<file path="src/scr_defs.vh">
// Behaviour
// - mode 01 senses the line continuously and wakes on broadcast detection.
// - mode 10 senses every 32 ms; no broadcast means back to sleep.
// - mode 11 never senses and shuts analog resources down.
// - deep sleep exits only on sleep-request rise or command-select toggle.
// - sleep-request rise in sleep raises inhibit; sends broadcast if automatic enabled.
// - wake-busy stays high for the whole broadcast transmission.
// - host data output rises again when broadcast transmission completes.
// - broadcast detected while sensing raises inhibit, standby, busy during reception.
// - standby goes to normal when the host raises sleep-request.
// - enter-sleep bit via command mode enters selected sleep, inhibit low.
// - command-select toggle exits sleep without broadcast; normal if request high.
// - control 1 bit 0 selects 66 mA when set, 33 mA clear; reset 0.
// - control 1 bit 3 selects 2 Vpp when set, 1 Vpp clear; reset 1.
// - carrier select is 8-bit read/write, reset selects 13 MHz.
// - sleep mode field resets to 00, enhanced periodic sleep.
// - sleep control bit 2 picks long broadcast duration; reset 1.
// - sleep control bit 3 at 0 suppresses broadcast after request wake.
// - writing bit 7 starts sleep; cleared once sleep is entered.
// - sleep control bits 4, 5, 6 read fixed 0, 1, 0.
// - 10-bit almost-full threshold from threshold low and high bits 1:0; 256.
// - threshold high bit 5 is read-only overflow; bits 7:6, 4:2 zero.
// - all registers take defaults on reset; host reads them and writes all but the ID registers.
// - broadcast lasts 250 us/75 ms short, 1.5 ms/150 ms long.
// - write frame id 0x555, length 3, bytes 0xf5, address, data.
// - read frame id 0x555, length 2, 0xfd, address; reply id 0, length 1.
// - command mode holds soft reset, clears receive FIFO, no line traffic.
`ifndef SCR_DEFS_VH
`define SCR_DEFS_VH
// ***************
// register map
// ***************
`define SCR_ADDR_TXL 8'h01
`define SCR_ADDR_CAR 8'h02
`define SCR_ADDR_SLC 8'h03
`define SCR_ADDR_THL 8'h05
`define SCR_ADDR_THH 8'h06
`define SCR_ADDR_ID5 8'h59
`define SCR_ADDR_ID4 8'h5a
`define SCR_ADDR_ID3 8'h5b
`define SCR_ADDR_ID2 8'h5c
`define SCR_ADDR_ID1 8'h5d
`define SCR_ADDR_ID0 8'h5e
`define SCR_TXL_DRV 0
`define SCR_TXL_LVL 3
`define SCR_SLC_LONG 2
`define SCR_SLC_AUTO 3
`define SCR_SLC_GO 7
`define SCR_TXL_FIX 4'hf
`define SCR_SLC_FIX 3'h2
`define SCR_RST_DRV 1'b0
`define SCR_RST_LVL 1'b1
`define SCR_RST_CAR 8'h50
`define SCR_RST_MODE 2'h0
`define SCR_RST_LONG 1'b1
`define SCR_RST_AUTO 1'b1
`define SCR_RST_THR 10'h100
`define SCR_MODE_FAST 2'h1
`define SCR_MODE_DEEP 2'h3
// ***************
// command frames
// ***************
`define SCR_CMD_ID 11'h555
`define SCR_WR_OP 8'hf5
`define SCR_RD_OP 8'hfd
`define SCR_WR_DLC 4'h3
`define SCR_RD_DLC 4'h2
`define SCR_RPL_ID 11'h000
`define SCR_RPL_DLC 4'h1
// ***************
// timing
// ***************
`define SCR_CLK_KHZ 100000
`define SCR_T_PERIOD_MS 32
`define SCR_T_SENSE_US 1000
`define SCR_T_WF_SHORT_US 250
`define SCR_T_WF_LONG_US 1500
`define SCR_T_WP_SHORT_MS 75
`define SCR_T_WP_LONG_MS 150
`endif

</file>
<file path="src/scr_sleep_ctrl.v">
`timescale 1ns/1ps
`include "scr_defs.vh"
module scr_sleep_ctrl #(
  parameter [31:0] PERIOD_CYC = `SCR_T_PERIOD_MS * `SCR_CLK_KHZ,
  parameter [31:0] SENSE_CYC = `SCR_T_SENSE_US * `SCR_CLK_KHZ / 1000,
  parameter [31:0] WF_SHORT_CYC = `SCR_T_WF_SHORT_US * `SCR_CLK_KHZ / 1000,
  parameter [31:0] WF_LONG_CYC = `SCR_T_WF_LONG_US * `SCR_CLK_KHZ / 1000,
  parameter [31:0] WP_SHORT_CYC = `SCR_T_WP_SHORT_MS * `SCR_CLK_KHZ,
  parameter [31:0] WP_LONG_CYC = `SCR_T_WP_LONG_MS * `SCR_CLK_KHZ,
  parameter [47:0] UNIQUE_DEVICE_ID = 48'h0123456789ab // arbitrary value
)(
  input wire i_clk,
  input wire i_srst,
  input wire i_sleep_request_n,
  input wire i_host_command_select,
  input wire i_wake_detect,
  input wire i_wake_rx_active,
  input wire i_rx_byte_valid,
  input wire i_rx_fifo_full,
  input wire i_frame_valid,
  input wire [10:0] i_frame_id,
  input wire [3:0] i_frame_dlc,
  input wire [7:0] i_frame_b0,
  input wire [7:0] i_frame_b1,
  input wire [7:0] i_frame_b2,
  output wire o_inhibit_out,
  output wire o_wake_busy,
  output wire o_host_data_out,
  output wire o_wake_tx_en,
  output wire o_sense_en,
  output wire o_analog_en,
  output wire o_soft_reset,
  output wire o_rx_fifo_clear,
  output wire o_tx_high_drive,
  output wire o_tx_level_2vpp,
  output wire [7:0] o_carrier_sel,
  output wire [9:0] o_rx_almost_full_thr,
  output wire o_rx_overflow,
  output wire o_reply_valid,
  output wire [10:0] o_reply_id,
  output wire [3:0] o_reply_dlc,
  output wire [7:0] o_reply_data
);
  localparam [1:0] ST_NORMAL = 2'h0;
  localparam [1:0] ST_SLEEP = 2'h1;
  localparam [1:0] ST_SENSE = 2'h2;
  localparam [1:0] ST_STANDBY = 2'h3;
  // a literal cannot be part-selected, so the default lives in a named constant
  localparam [9:0] RST_THR = `SCR_RST_THR;

  // ***************
  // pin synchronisers
  // ***************
  reg nsl_s1_reg, nsl_s2_reg, nsl_s3_reg;
  reg hdc_s1_reg, hdc_s2_reg, hdc_s3_reg;
  always @(posedge i_clk)
  begin
    if (i_srst)
    begin
      nsl_s1_reg <= 1'b1;
      nsl_s2_reg <= 1'b1;
      nsl_s3_reg <= 1'b1;
      hdc_s1_reg <= 1'b1;
      hdc_s2_reg <= 1'b1;
      hdc_s3_reg <= 1'b1;
    end
    else
    begin
      nsl_s1_reg <= i_sleep_request_n;
      nsl_s2_reg <= nsl_s1_reg;
      nsl_s3_reg <= nsl_s2_reg;
      hdc_s1_reg <= i_host_command_select;
      hdc_s2_reg <= hdc_s1_reg;
      hdc_s3_reg <= hdc_s2_reg;
    end
  end
  wire nsl_rise = nsl_s2_reg & ~nsl_s3_reg;
  wire nsl_fall = ~nsl_s2_reg & nsl_s3_reg;
  wire hdc_rise = hdc_s2_reg & ~hdc_s3_reg;
  wire hdc_fall = ~hdc_s2_reg & hdc_s3_reg;

  // ***************
  // registers and command frames
  // ***************
  reg [1:0] state_reg, state_next;
  reg drv_reg, lvl_reg, long_reg, auto_reg, go_reg, ovf_reg;
  reg [7:0] car_reg, thl_reg;
  reg [1:0] mode_reg, thh_reg;
  reg rpl_valid_reg;
  reg [10:0] rpl_id_reg;
  reg [3:0] rpl_dlc_reg;
  reg [7:0] rpl_data_reg, rd_data;
  wire asleep = (state_reg == ST_SLEEP) | (state_reg == ST_SENSE);
  // frames only count while the chip is awake and held in command mode
  wire cmd_mode = (state_reg == ST_NORMAL) & ~hdc_s2_reg;
  wire cmd_frame = i_frame_valid & cmd_mode & (i_frame_id == `SCR_CMD_ID);
  wire wr_hit = cmd_frame & (i_frame_dlc == `SCR_WR_DLC)
    & (i_frame_b0 == `SCR_WR_OP);
  wire rd_hit = cmd_frame & (i_frame_dlc == `SCR_RD_DLC)
    & (i_frame_b0 == `SCR_RD_OP);

  always @*
  begin
    case (i_frame_b1)
      `SCR_ADDR_TXL: rd_data = {`SCR_TXL_FIX, lvl_reg, 2'h0, drv_reg};
      `SCR_ADDR_CAR: rd_data = car_reg;
      // go bit is write-only and reads zero
      `SCR_ADDR_SLC: rd_data = {1'b0, `SCR_SLC_FIX, auto_reg, long_reg, mode_reg};
      `SCR_ADDR_THL: rd_data = thl_reg;
      `SCR_ADDR_THH: rd_data = {2'h0, ovf_reg, 3'h0, thh_reg};
      `SCR_ADDR_ID5: rd_data = UNIQUE_DEVICE_ID[47:40];
      `SCR_ADDR_ID4: rd_data = UNIQUE_DEVICE_ID[39:32];
      `SCR_ADDR_ID3: rd_data = UNIQUE_DEVICE_ID[31:24];
      `SCR_ADDR_ID2: rd_data = UNIQUE_DEVICE_ID[23:16];
      `SCR_ADDR_ID1: rd_data = UNIQUE_DEVICE_ID[15:8];
      `SCR_ADDR_ID0: rd_data = UNIQUE_DEVICE_ID[7:0];
      default: rd_data = 8'h00;
    endcase
  end

  always @(posedge i_clk)
  begin
    if (i_srst)
    begin
      drv_reg <= `SCR_RST_DRV;
      lvl_reg <= `SCR_RST_LVL;
      car_reg <= `SCR_RST_CAR;
      mode_reg <= `SCR_RST_MODE;
      long_reg <= `SCR_RST_LONG;
      auto_reg <= `SCR_RST_AUTO;
      go_reg <= 1'b0;
      thl_reg <= RST_THR[7:0];
      thh_reg <= RST_THR[9:8];
      ovf_reg <= 1'b0;
      rpl_valid_reg <= 1'b0;
      rpl_id_reg <= `SCR_RPL_ID;
      rpl_dlc_reg <= `SCR_RPL_DLC;
      rpl_data_reg <= 8'h00;
    end
    else
    begin
      if (wr_hit)
      begin
        case (i_frame_b1)
          `SCR_ADDR_TXL:
          begin
            drv_reg <= i_frame_b2[`SCR_TXL_DRV];
            lvl_reg <= i_frame_b2[`SCR_TXL_LVL];
          end
          `SCR_ADDR_CAR: car_reg <= i_frame_b2;
          `SCR_ADDR_SLC:
          begin
            mode_reg <= i_frame_b2[1:0];
            long_reg <= i_frame_b2[`SCR_SLC_LONG];
            auto_reg <= i_frame_b2[`SCR_SLC_AUTO];
          end
          `SCR_ADDR_THL: thl_reg <= i_frame_b2;
          `SCR_ADDR_THH: thh_reg <= i_frame_b2[1:0];
          default: ;
        endcase
      end
      // a fresh write of the go bit wins over the self-clear
      if (wr_hit & (i_frame_b1 == `SCR_ADDR_SLC) & i_frame_b2[`SCR_SLC_GO])
        go_reg <= 1'b1;
      else if (asleep)
        go_reg <= 1'b0;
      if (i_rx_byte_valid & i_rx_fifo_full)
        ovf_reg <= 1'b1;
      else if (cmd_mode)
        ovf_reg <= 1'b0;
      rpl_valid_reg <= rd_hit;
      if (rd_hit)
        rpl_data_reg <= rd_data;
    end
  end

  // ***************
  // sleep sequencer
  // ***************
  reg [31:0] slp_cnt_reg, wk_cnt_reg, wk_len;
  reg hdc_low_reg, tx_on_reg, rx_busy_reg, sense_reg;
  reg inh_reg, busy_reg, hdo_reg, analog_reg, soft_reg, fclr_reg;
  wire periodic = ~mode_reg[0];
  wire det = asleep & sense_reg & i_wake_detect;
  // a toggle needs a fall seen while asleep, so the release of command
  // mode right after the go write is not taken as a wake
  wire hdc_toggle = asleep & hdc_low_reg & hdc_rise;
  wire wake_start = asleep & nsl_rise & auto_reg;
  wire per_done = (state_reg == ST_SLEEP) & periodic
    & (mode_reg != `SCR_MODE_DEEP) & (slp_cnt_reg == PERIOD_CYC - 32'h1);
  wire sns_done = (state_reg == ST_SENSE) & (slp_cnt_reg == SENSE_CYC - 32'h1);

  always @*
  begin
    if (mode_reg == `SCR_MODE_FAST)
      wk_len = long_reg ? WF_LONG_CYC : WF_SHORT_CYC;
    else
      wk_len = long_reg ? WP_LONG_CYC : WP_SHORT_CYC;
  end

  always @*
  begin
    state_next = state_reg;
    case (state_reg)
      ST_NORMAL:
        if (nsl_fall | go_reg)
          state_next = ST_SLEEP;
      ST_SLEEP, ST_SENSE:
        if (nsl_rise)
          state_next = ST_NORMAL;
        else if (hdc_toggle | det)
          state_next = nsl_s2_reg ? ST_NORMAL : ST_STANDBY;
        else if (per_done)
          state_next = ST_SENSE;
        else if (sns_done)
          state_next = ST_SLEEP;
      ST_STANDBY:
        if (nsl_s2_reg)
          state_next = ST_NORMAL;
      default: state_next = ST_NORMAL;
    endcase
  end

  wire sleep_next = (state_next == ST_SLEEP) | (state_next == ST_SENSE);
  wire tx_on_next = wake_start | (tx_on_reg & (wk_cnt_reg != 32'h0));
  wire rx_busy_next = det | (rx_busy_reg & i_wake_rx_active);
  wire cmd_next = (state_next == ST_NORMAL) & ~hdc_s2_reg;

  always @(posedge i_clk)
  begin
    if (i_srst)
    begin
      state_reg <= ST_NORMAL;
      slp_cnt_reg <= 32'h0;
      wk_cnt_reg <= 32'h0;
      hdc_low_reg <= 1'b0;
      tx_on_reg <= 1'b0;
      rx_busy_reg <= 1'b0;
      sense_reg <= 1'b0;
      inh_reg <= 1'b1;
      busy_reg <= 1'b0;
      hdo_reg <= 1'b1;
      analog_reg <= 1'b1;
      soft_reg <= 1'b0;
      fclr_reg <= 1'b0;
    end
    else
    begin
      state_reg <= state_next;
      if (state_next != state_reg)
        slp_cnt_reg <= 32'h0;
      else
        slp_cnt_reg <= slp_cnt_reg + 32'h1;
      if (!asleep)
        hdc_low_reg <= 1'b0;
      else if (hdc_fall)
        hdc_low_reg <= 1'b1;
      if (wake_start)
        wk_cnt_reg <= wk_len - 32'h1;
      else if (tx_on_reg & (wk_cnt_reg != 32'h0))
        wk_cnt_reg <= wk_cnt_reg - 32'h1;
      tx_on_reg <= tx_on_next;
      rx_busy_reg <= rx_busy_next;
      // fast mode listens all through sleep, periodic only in windows
      sense_reg <= sleep_next & ((mode_reg == `SCR_MODE_FAST)
        | (state_next == ST_SENSE));
      inh_reg <= ~sleep_next;
      busy_reg <= tx_on_next | rx_busy_next;
      // low through sleep and the broadcast, so its rise marks completion
      hdo_reg <= ~(sleep_next | tx_on_next);
      analog_reg <= ~(sleep_next & (mode_reg == `SCR_MODE_DEEP));
      soft_reg <= (state_next != ST_NORMAL) | cmd_next;
      fclr_reg <= cmd_next;
    end
  end

  assign o_inhibit_out = inh_reg;
  assign o_wake_busy = busy_reg;
  assign o_host_data_out = hdo_reg;
  assign o_wake_tx_en = tx_on_reg;
  assign o_sense_en = sense_reg;
  assign o_analog_en = analog_reg;
  assign o_soft_reset = soft_reg;
  assign o_rx_fifo_clear = fclr_reg;
  assign o_tx_high_drive = drv_reg;
  assign o_tx_level_2vpp = lvl_reg;
  assign o_carrier_sel = car_reg;
  assign o_rx_almost_full_thr = {thh_reg, thl_reg};
  assign o_rx_overflow = ovf_reg;
  assign o_reply_valid = rpl_valid_reg;
  assign o_reply_id = rpl_id_reg;
  assign o_reply_dlc = rpl_dlc_reg;
  assign o_reply_data = rpl_data_reg;
endmodule // scr_sleep_ctrl

</file>
<file path="config.mk">
export PLATFORM = sky130hd
export DESIGN_NAME = scr_sleep_ctrl
export DESIGN_NICKNAME = d
export VERILOG_FILES = /design/src/scr_sleep_ctrl.v
export VERILOG_INCLUDE_DIRS = /design/src
export SDC_FILE = /design/constraint.sdc
export NUM_CORES = 1
export LEC_CHECK = 0
export BUFFER_PORTS_ARGS = -buffer_cell sky130_fd_sc_hd__buf_2
export CAP_MARGIN = 20
export CORE_UTILIZATION = 60
export CTS_CLUSTER_DIAMETER = 30
export CTS_CLUSTER_SIZE = 40
export DETAILED_ROUTE_END_ITERATION = 8
export PLACE_DENSITY = 0.88
export SLEW_MARGIN = 40
export SYNTH_ARGS = -nofsm -noshare
export SYNTH_HDL_FRONTEND = slang
export SYNTH_SLANG_ARGS = --single-unit
</file>
<file path="constraint.sdc">
create_clock -name i_clk -period 9.65 [get_ports i_clk]
set_input_delay 0.965 -clock i_clk [delete_from_list [all_inputs] [get_ports i_clk]]
set_output_delay 0.965 -clock i_clk [all_outputs]
set_load 0.01 [all_outputs]
</file>
==> results of run 1 <==
final timing paths:
path / start / endpoint / slack, ns
worst max-delay path: state_reg[1] / wk_cnt_reg[26] / 6.10
worst max register to register: state_reg[1] / wk_cnt_reg[26] / 6.10
worst min-delay path: nsl_s1_reg / nsl_s2_reg / 0.44
worst min register to register: nsl_s1_reg / nsl_s2_reg / 0.44
logic make-up after synthesis:
kind of cell	count (synthesis)
other	2
buffers and inverters	66
multiplexers	14
XOR/XNOR	49
flip-flops	117
AND/OR/NAND/NOR	291
AO/OA/AOI/OAI	162
adder cells (fa/ha/maj)	12
cells in the final DEF, fill, tap and decap left out, types with 16 or more instances in the layout:
cell and n:
dfxtp_1 117, buf_2 85, nor2_1 65, nand2_1 56, a21oi_1 39, o21ai_0 34, xnor2_1 33, a211oi_1 33
nor3_1 25, nand3_1 19, nor4_1 18, nand4_1 17, xor2_1 16, clkbuf_16 16
final cells by class:
class	count	area (um2)
clock inverter	13	196
multi-input combinational	543	3450
fill	676	2660
inverter	15	56.3
timing repair buffer	89	467
clock buffer	19	432
sequential	117	2340
tap	133	166
metrics by stage:
| stage | power [mW] | utilization, % | hold slack (ns) |
|---|---|---|---|
| 5_1_grt | 1.25 | 72.8 | 0.440 |
| 3_3_place_gp | 0.557 | 65.9 | 0.399 |
| 6_report | 1.22 | 72.8 | 0.441 |
| 4_1_cts | 1.22 | 72.5 | 0.438 |
| 2_1_floorplan | 0.542 | - | 0.389 |
| 3_5_place_dp | 0.559 | 66.0 | 0.435 |
critical path: stages (launching register included):
cell and delay [ns]:
dfxtp_1 0.48, inv_1 0.15, ha_1 0.41, and4b_1 0.44, nor3_1 0.42, nand4b_1 0.32, or3_1 0.48, or4_1 0.47
a31o_2 0.28
where the power goes:
part / internal [mW] / switching [mW] / total, mW
Combinational: 0.0208 / 0.0401 / 0.0609
Clock: 0.430 / 0.240 / 0.670
Sequential: 0.488 / 0.00404 / 0.492
layer usage:
metal	up-vias	wire, um	GRT usage, %
met3	112	1440	8.55
met1	2855	6760	41.1
met2	437	8210	54.5
li1	2739	-	-
met5	-	0	0
met4	0	863	17.1
Yosys cell counts, drive strengths merged (10+ instances only):
master / instances
or3: 11
ha: 12
a21oi: 39
clkbuf: 29
nor3: 25
o21ai: 35
and4: 10
nand3: 19
mux2i: 13
nand4: 17
xnor2: 33
nor2: 66
or2: 11
xor2: 16
a211oi: 34
buf: 22
inv: 15
nand2: 57
nor4: 18
dfxtp: 117
==> impl_metrics.csv, run 1 <==
group,metric,value,unit
finish,fin_cells,929,
finish,nets,843,
grt,grt_max_degree,61,
clock_tree,ctsHtreeMaxLevel,4,
floorplan,fp.dieArea,10500,um2
floorplan,die_w,102,um
synth,synthAdderAreaFrac,2.48,%
synth,synth_area_leaders,"dfxtp_1 39%, xnor2_1 4.8%, a211oi_1 4.2%",
timing,rsz0062_at_grt,"no",
clock_tree,clock_sinks,117,
synth,ys_types,68,
worst_setup_path,reg2regPathDepth,8,
place,placed_cells,895,
worst_hold_path,hold_class,"flip-flop to flip-flop",
routing,wirelength,17300,um
clock_tree,cts_buffer_depth,2,
timing,finalSetupTns,0,ns
clock_tree,clkLatencyLatePin,0.53,ns
place,globalplace.congestion,0.955,
clock_tree,ctsResizeCount,0,
timing,setup_ws,6.10,ns
routing,antenna_left,0,
synth,synth_cells,713,
grt,grt_overflow,0,
synth,synthFlopType,"dfxtp_1",
floorplan,core_area,9770,um2
timing,slew_violations,0,
finish,design_area,7110,um2
worst_setup_path,worstPathArrival,3.96,ns
routing,drt_drc_violations_left,0,
synth,synth_top_family_by_area,"simple AND/OR/NAND/NOR gates",
power_and_ir_drop,power.leakage,2.77,nW
routing,vias,6143,
timing,hold_viol,0,
clock_tree,cts_buffers,17,
grt,track_usage,33.5,%
synth,synth-simple-area-share,26.0,%
synth,synth_area_per_cell,8.48,um2
outcome,status,"completed",
routing,avgRoutedWirePerCell,18.6,um
synth,ys_ff_latch,117,
worst_hold_path,hold_depth,1,
finish,synthToLayoutAreaGrowth,17.7,%
grt,grt_pass1_vias,5666,
synth,synthXorXnorAreaFrac,7.10,%
place,pre_cts_slack,6.24,ns
floorplan,dieHeight,102,um
synth,ys.warnings.count,0,
worst_setup_path,critPathMaxFanout,15,
grt,grt_pass1_wl,27600,um
synth,synthMuxAreaShare,2.34,%
clock_tree,cts_setup_buffers,0,
routing,dr.pass1.iters,6,
synth,ys_seq_area_share,38.7,%
worst_setup_path,worst-setup-path-type,"flip-flop to flip-flop",
synth,synth_top_area_share,38.7,%
finish,num_antenna_cells,0,
synth,synth_top_area_cell,"dfxtp_1",
clock_tree,clk_pin_slew,0.06,ns
floorplan,ios,101,
floorplan,rows,36,
finish,drive_above_1_share,18.2,%
timing,worst_pin_slew,0.723,ns
floorplan,start_util,61.9,%
routing,viasPerCell,6.61,
timing,setup_viol,0,
timing,fin_crit,3.55,ns
synth,syn_area,6050,um2
power_and_ir_drop,peakVddDrop,0.000125,V
worst_setup_path,end_kind,"flip-flop",
timing,fmax,281,MHz
worst_setup_path,required,10.06,ns
routing,first_iter_violations,585,
timing,max-slew-margin-rel,51.7,%
place,place_area,6450,um2
timing,period_share,36.8,%
timing,finClkSkew,0.00993,ns
clock_tree,cts_tree,"yes",
grt,antenna_found_initial,0,
clock_tree,root_buffer,"clkbuf_8",
worst_setup_path,cp-start-kind,"flip-flop",
synth,synth_edf_count,0,
synth,synthArstFlopShare,0,%
place,portBuffers,85,
place,dpl.hpwl,10700,um
job,maxCapViolations,0,
power_and_ir_drop,powerDensity,172,nW/um2
synth,synth_compound_area_share,18.0,%
clock_tree,hold_buffers,0,
Note: power is estimated with default switching activity, not from simulation.
==> run 2: changes to the inputs <==
- CORE_UTILIZATION: 60 -> 51
- PLACE_DENSITY: 0.88 -> 0.8
- clock period: 9.65 -> 3.1 ns (I/O delays scaled with it)
==> run 2 against run 1 <==
Effect of this change:
- count of clock-buffer cells in the layout is 1 higher
- fmax is 21% higher
- setup slack worse by 5.9 ns
- critical path type unchanged
- highest routed layer unchanged
==> impl_metrics.csv, run 2 (synthesis gave the netlist of run 1 again) <==
group,metric,value,unit
timing,worst_pin_slew,0.839,ns
clock_tree,clk_pin_slew,0.06,ns
timing,slew_violations,0,
power_and_ir_drop,peakVddDrop,0.000455,V
power_and_ir_drop,p_int,2.72,mW
floorplan,die_w,111,um
floorplan,fp.dieArea,12300,um2
finish,num_antenna_cells,0,
grt,grt_max_degree,34,
clock_tree,cts_buffers,17,
job,maxCapViolations,0,
timing,fin_crit,2.93,ns
timing,hold_viol,0,
finish,final_common_cell,"dfxtp_1",
worst_setup_path,r2r_setup_slack,0.17,ns
timing,rsz0062_at_grt,"no",
finish,nets,853,
clock_tree,clock_sinks,117,
routing,antenna_left,0,
routing,vias,5892,
outcome,status,"completed",
routing,first_iter_violations,525,
routing,wirelength,16200,um
worst_setup_path,worstPathArrival,3.17,ns
worst_setup_path,critPathMaxFanout,7,
clock_tree,ctsHtreeMaxLevel,4,
floorplan,start_util,52.7,%
finish,drive_above_1_share,19.3,%
power_and_ir_drop,swShare,23.7,%
place,dpl.hpwl,11000,um
floorplan,rows,39,
floorplan,core_area,11500,um2
routing,avgRoutedWirePerCell,17.1,um
clock_tree,cts_setup_buffers,0,
floorplan,dieHeight,111,um
power_and_ir_drop,power.leakage,2.77,nW
power_and_ir_drop,power_frac_comb,5.3,%
place,portBuffers,85,
floorplan,ios,101,
routing,drt_drc_violations_left,0,
worst_setup_path,r2r-start,"slp_cnt_reg[0]",
routing,dr.pass1.iters,5,
worst_hold_path,hp-start,"i_host_command_select",
clock_tree,clkLatencyLatePin,0.42,ns
worst_setup_path,crit_buf_inv,0,
power_and_ir_drop,powerDensity,501,nW/um2
worst_setup_path,cp-start-kind,"flip-flop",
worst_setup_path,cp_slowest_stage_delay,0.72,ns
timing,period_share,94.4,%
power_and_ir_drop,seq_power_share,42.9,%
timing,fmax,342,MHz
grt,grt_pass1_wl,26000,um
grt,grt_pass1_vias,5499,
worst_hold_path,hold_depth,2,
place,globalplace.congestion,0.897,
worst_setup_path,path_cells,"ha_1, and4_1, nand4_1, or4b_2, a31oi_1, o21a_1, o2111ai_1",
finish,synthToLayoutAreaGrowth,17.8,%
timing,finalSetupTns,0,ns
grt,track_usage,26.0,%
routing,viasPerCell,6.22,
grt,antenna_found_initial,0,
timing,max-slew-margin-rel,43.8,%
power_and_ir_drop,power_switching,847,uW
finish,final_cell_mix,"116 x dfxtp_1, 85 x buf_2, 65 x nor2_1",
clock_tree,cts_buffer_depth,2,
worst_hold_path,hold_class,"input port to flip-flop",
worst_setup_path,required,3.34,ns
timing,whs,0.0750,ns
worst_setup_path,worst-setup-path-type,"flip-flop to flip-flop",
worst_setup_path,critPathTopFamily,"simple AND/OR/NAND/NOR gates",
worst_setup_path,cpMaxStageDelayCell,"or4b_2",
worst_setup_path,worstReg2RegEnd,"o_analog_en",
power_and_ir_drop,clkPwrFrac,51.8,%
timing,finClkSkew,0.0125,ns
worst_hold_path,min_to,"hdc_s1_reg",
clock_tree,cts_tree,"yes",
worst_setup_path,end_kind,"flip-flop",
worst_setup_path,reg2regPathDepth,7,
clock_tree,root_buffer,"clkbuf_16",
timing,setup_viol,0,
power_and_ir_drop,p_total,3.57,mW
finish,fillCellCount,918,
grt,grt_overflow,0,
## run 2: timing repair
item	CTS	global route
setup endpoints to repair	0	1
gates resized for setup	0	2
hold buffers	0	0
## run 2: worst max path at each step
stage / startpoint / end / slack (ns) / cells after the start
after detailed placement: state_reg[1] / wk_cnt_reg[26] / 0.17 / 9
after floorplan: state_reg[0] / wk_cnt_reg[26] / 0.02 / 11
final: slp_cnt_reg[0] / o_analog_en / 0.17 / 7
after CTS: state_reg[1] / wk_cnt_reg[26] / 0.15 / 9
after global placement: slp_cnt_reg[0] / slp_cnt_reg[30] / 0.30 / 7
after global routing: slp_cnt_reg[0] / o_analog_en / 0.01 / 7
## run 2: power by group through the flow
stage | Sequential (mW) | Clock [mW] | Combinational (mW)
after global placement | 1.56 | 0 | 0.179
after detailed placement | 1.56 | 0 | 0.183
after global routing | 1.53 | 1.94 | 0.206
after floorplan | 1.56 | 0 | 0.126
after CTS | 1.53 | 1.87 | 0.186
final | 1.53 | 1.85 | 0.190
## run 2: area by class of cell
cell class | instances | area, um2 | area share (%)
multi-input cells | 543 | 3450 | 48.5
flip-flops and latches | 117 | 2340 | 32.9
repair buffers | 99 | 531 | 7.45
clock buffers | 20 | 457 | 6.41
well taps | 143 | 179 | 2.51
clock inverters | 11 | 104 | 1.46
inverters | 15 | 56.3 | 0.790
## run 2: worst register-to-register path, cell delays in order (launching register included)
cell,delay (ns)
dfxtp_1,0.37
ha_1,0.23
and4_1,0.34
nand4_1,0.23
or4b_2,0.73
a31oi_1,0.42
o21a_1,0.28
o2111ai_1,0.16
## run 2: metal layers
layer | GRT usage [%] | share of wire (%) | vias up
met5 | 0 | 0 | -
li1 | - | - | 2755
met2 | 43.1 | 48 | 270
met4 | 12.1 | 2.9 | 0
met3 | 7.16 | 6.5 | 51
met1 | 31.2 | 42 | 2816
## run 2: per-stage QoR
step                      instances  util [%]  setup slack, ns  cell area [um2]
after floorplan                 726         -           0.0181             6090
after global placement          917      57.1            0.298             6550
after detailed placement        917      57.2            0.173             6550
after CTS                       948      62.0            0.145             7110
after global routing            948      62.1           0.0122             7120
final                           948      62.1            0.172             7120
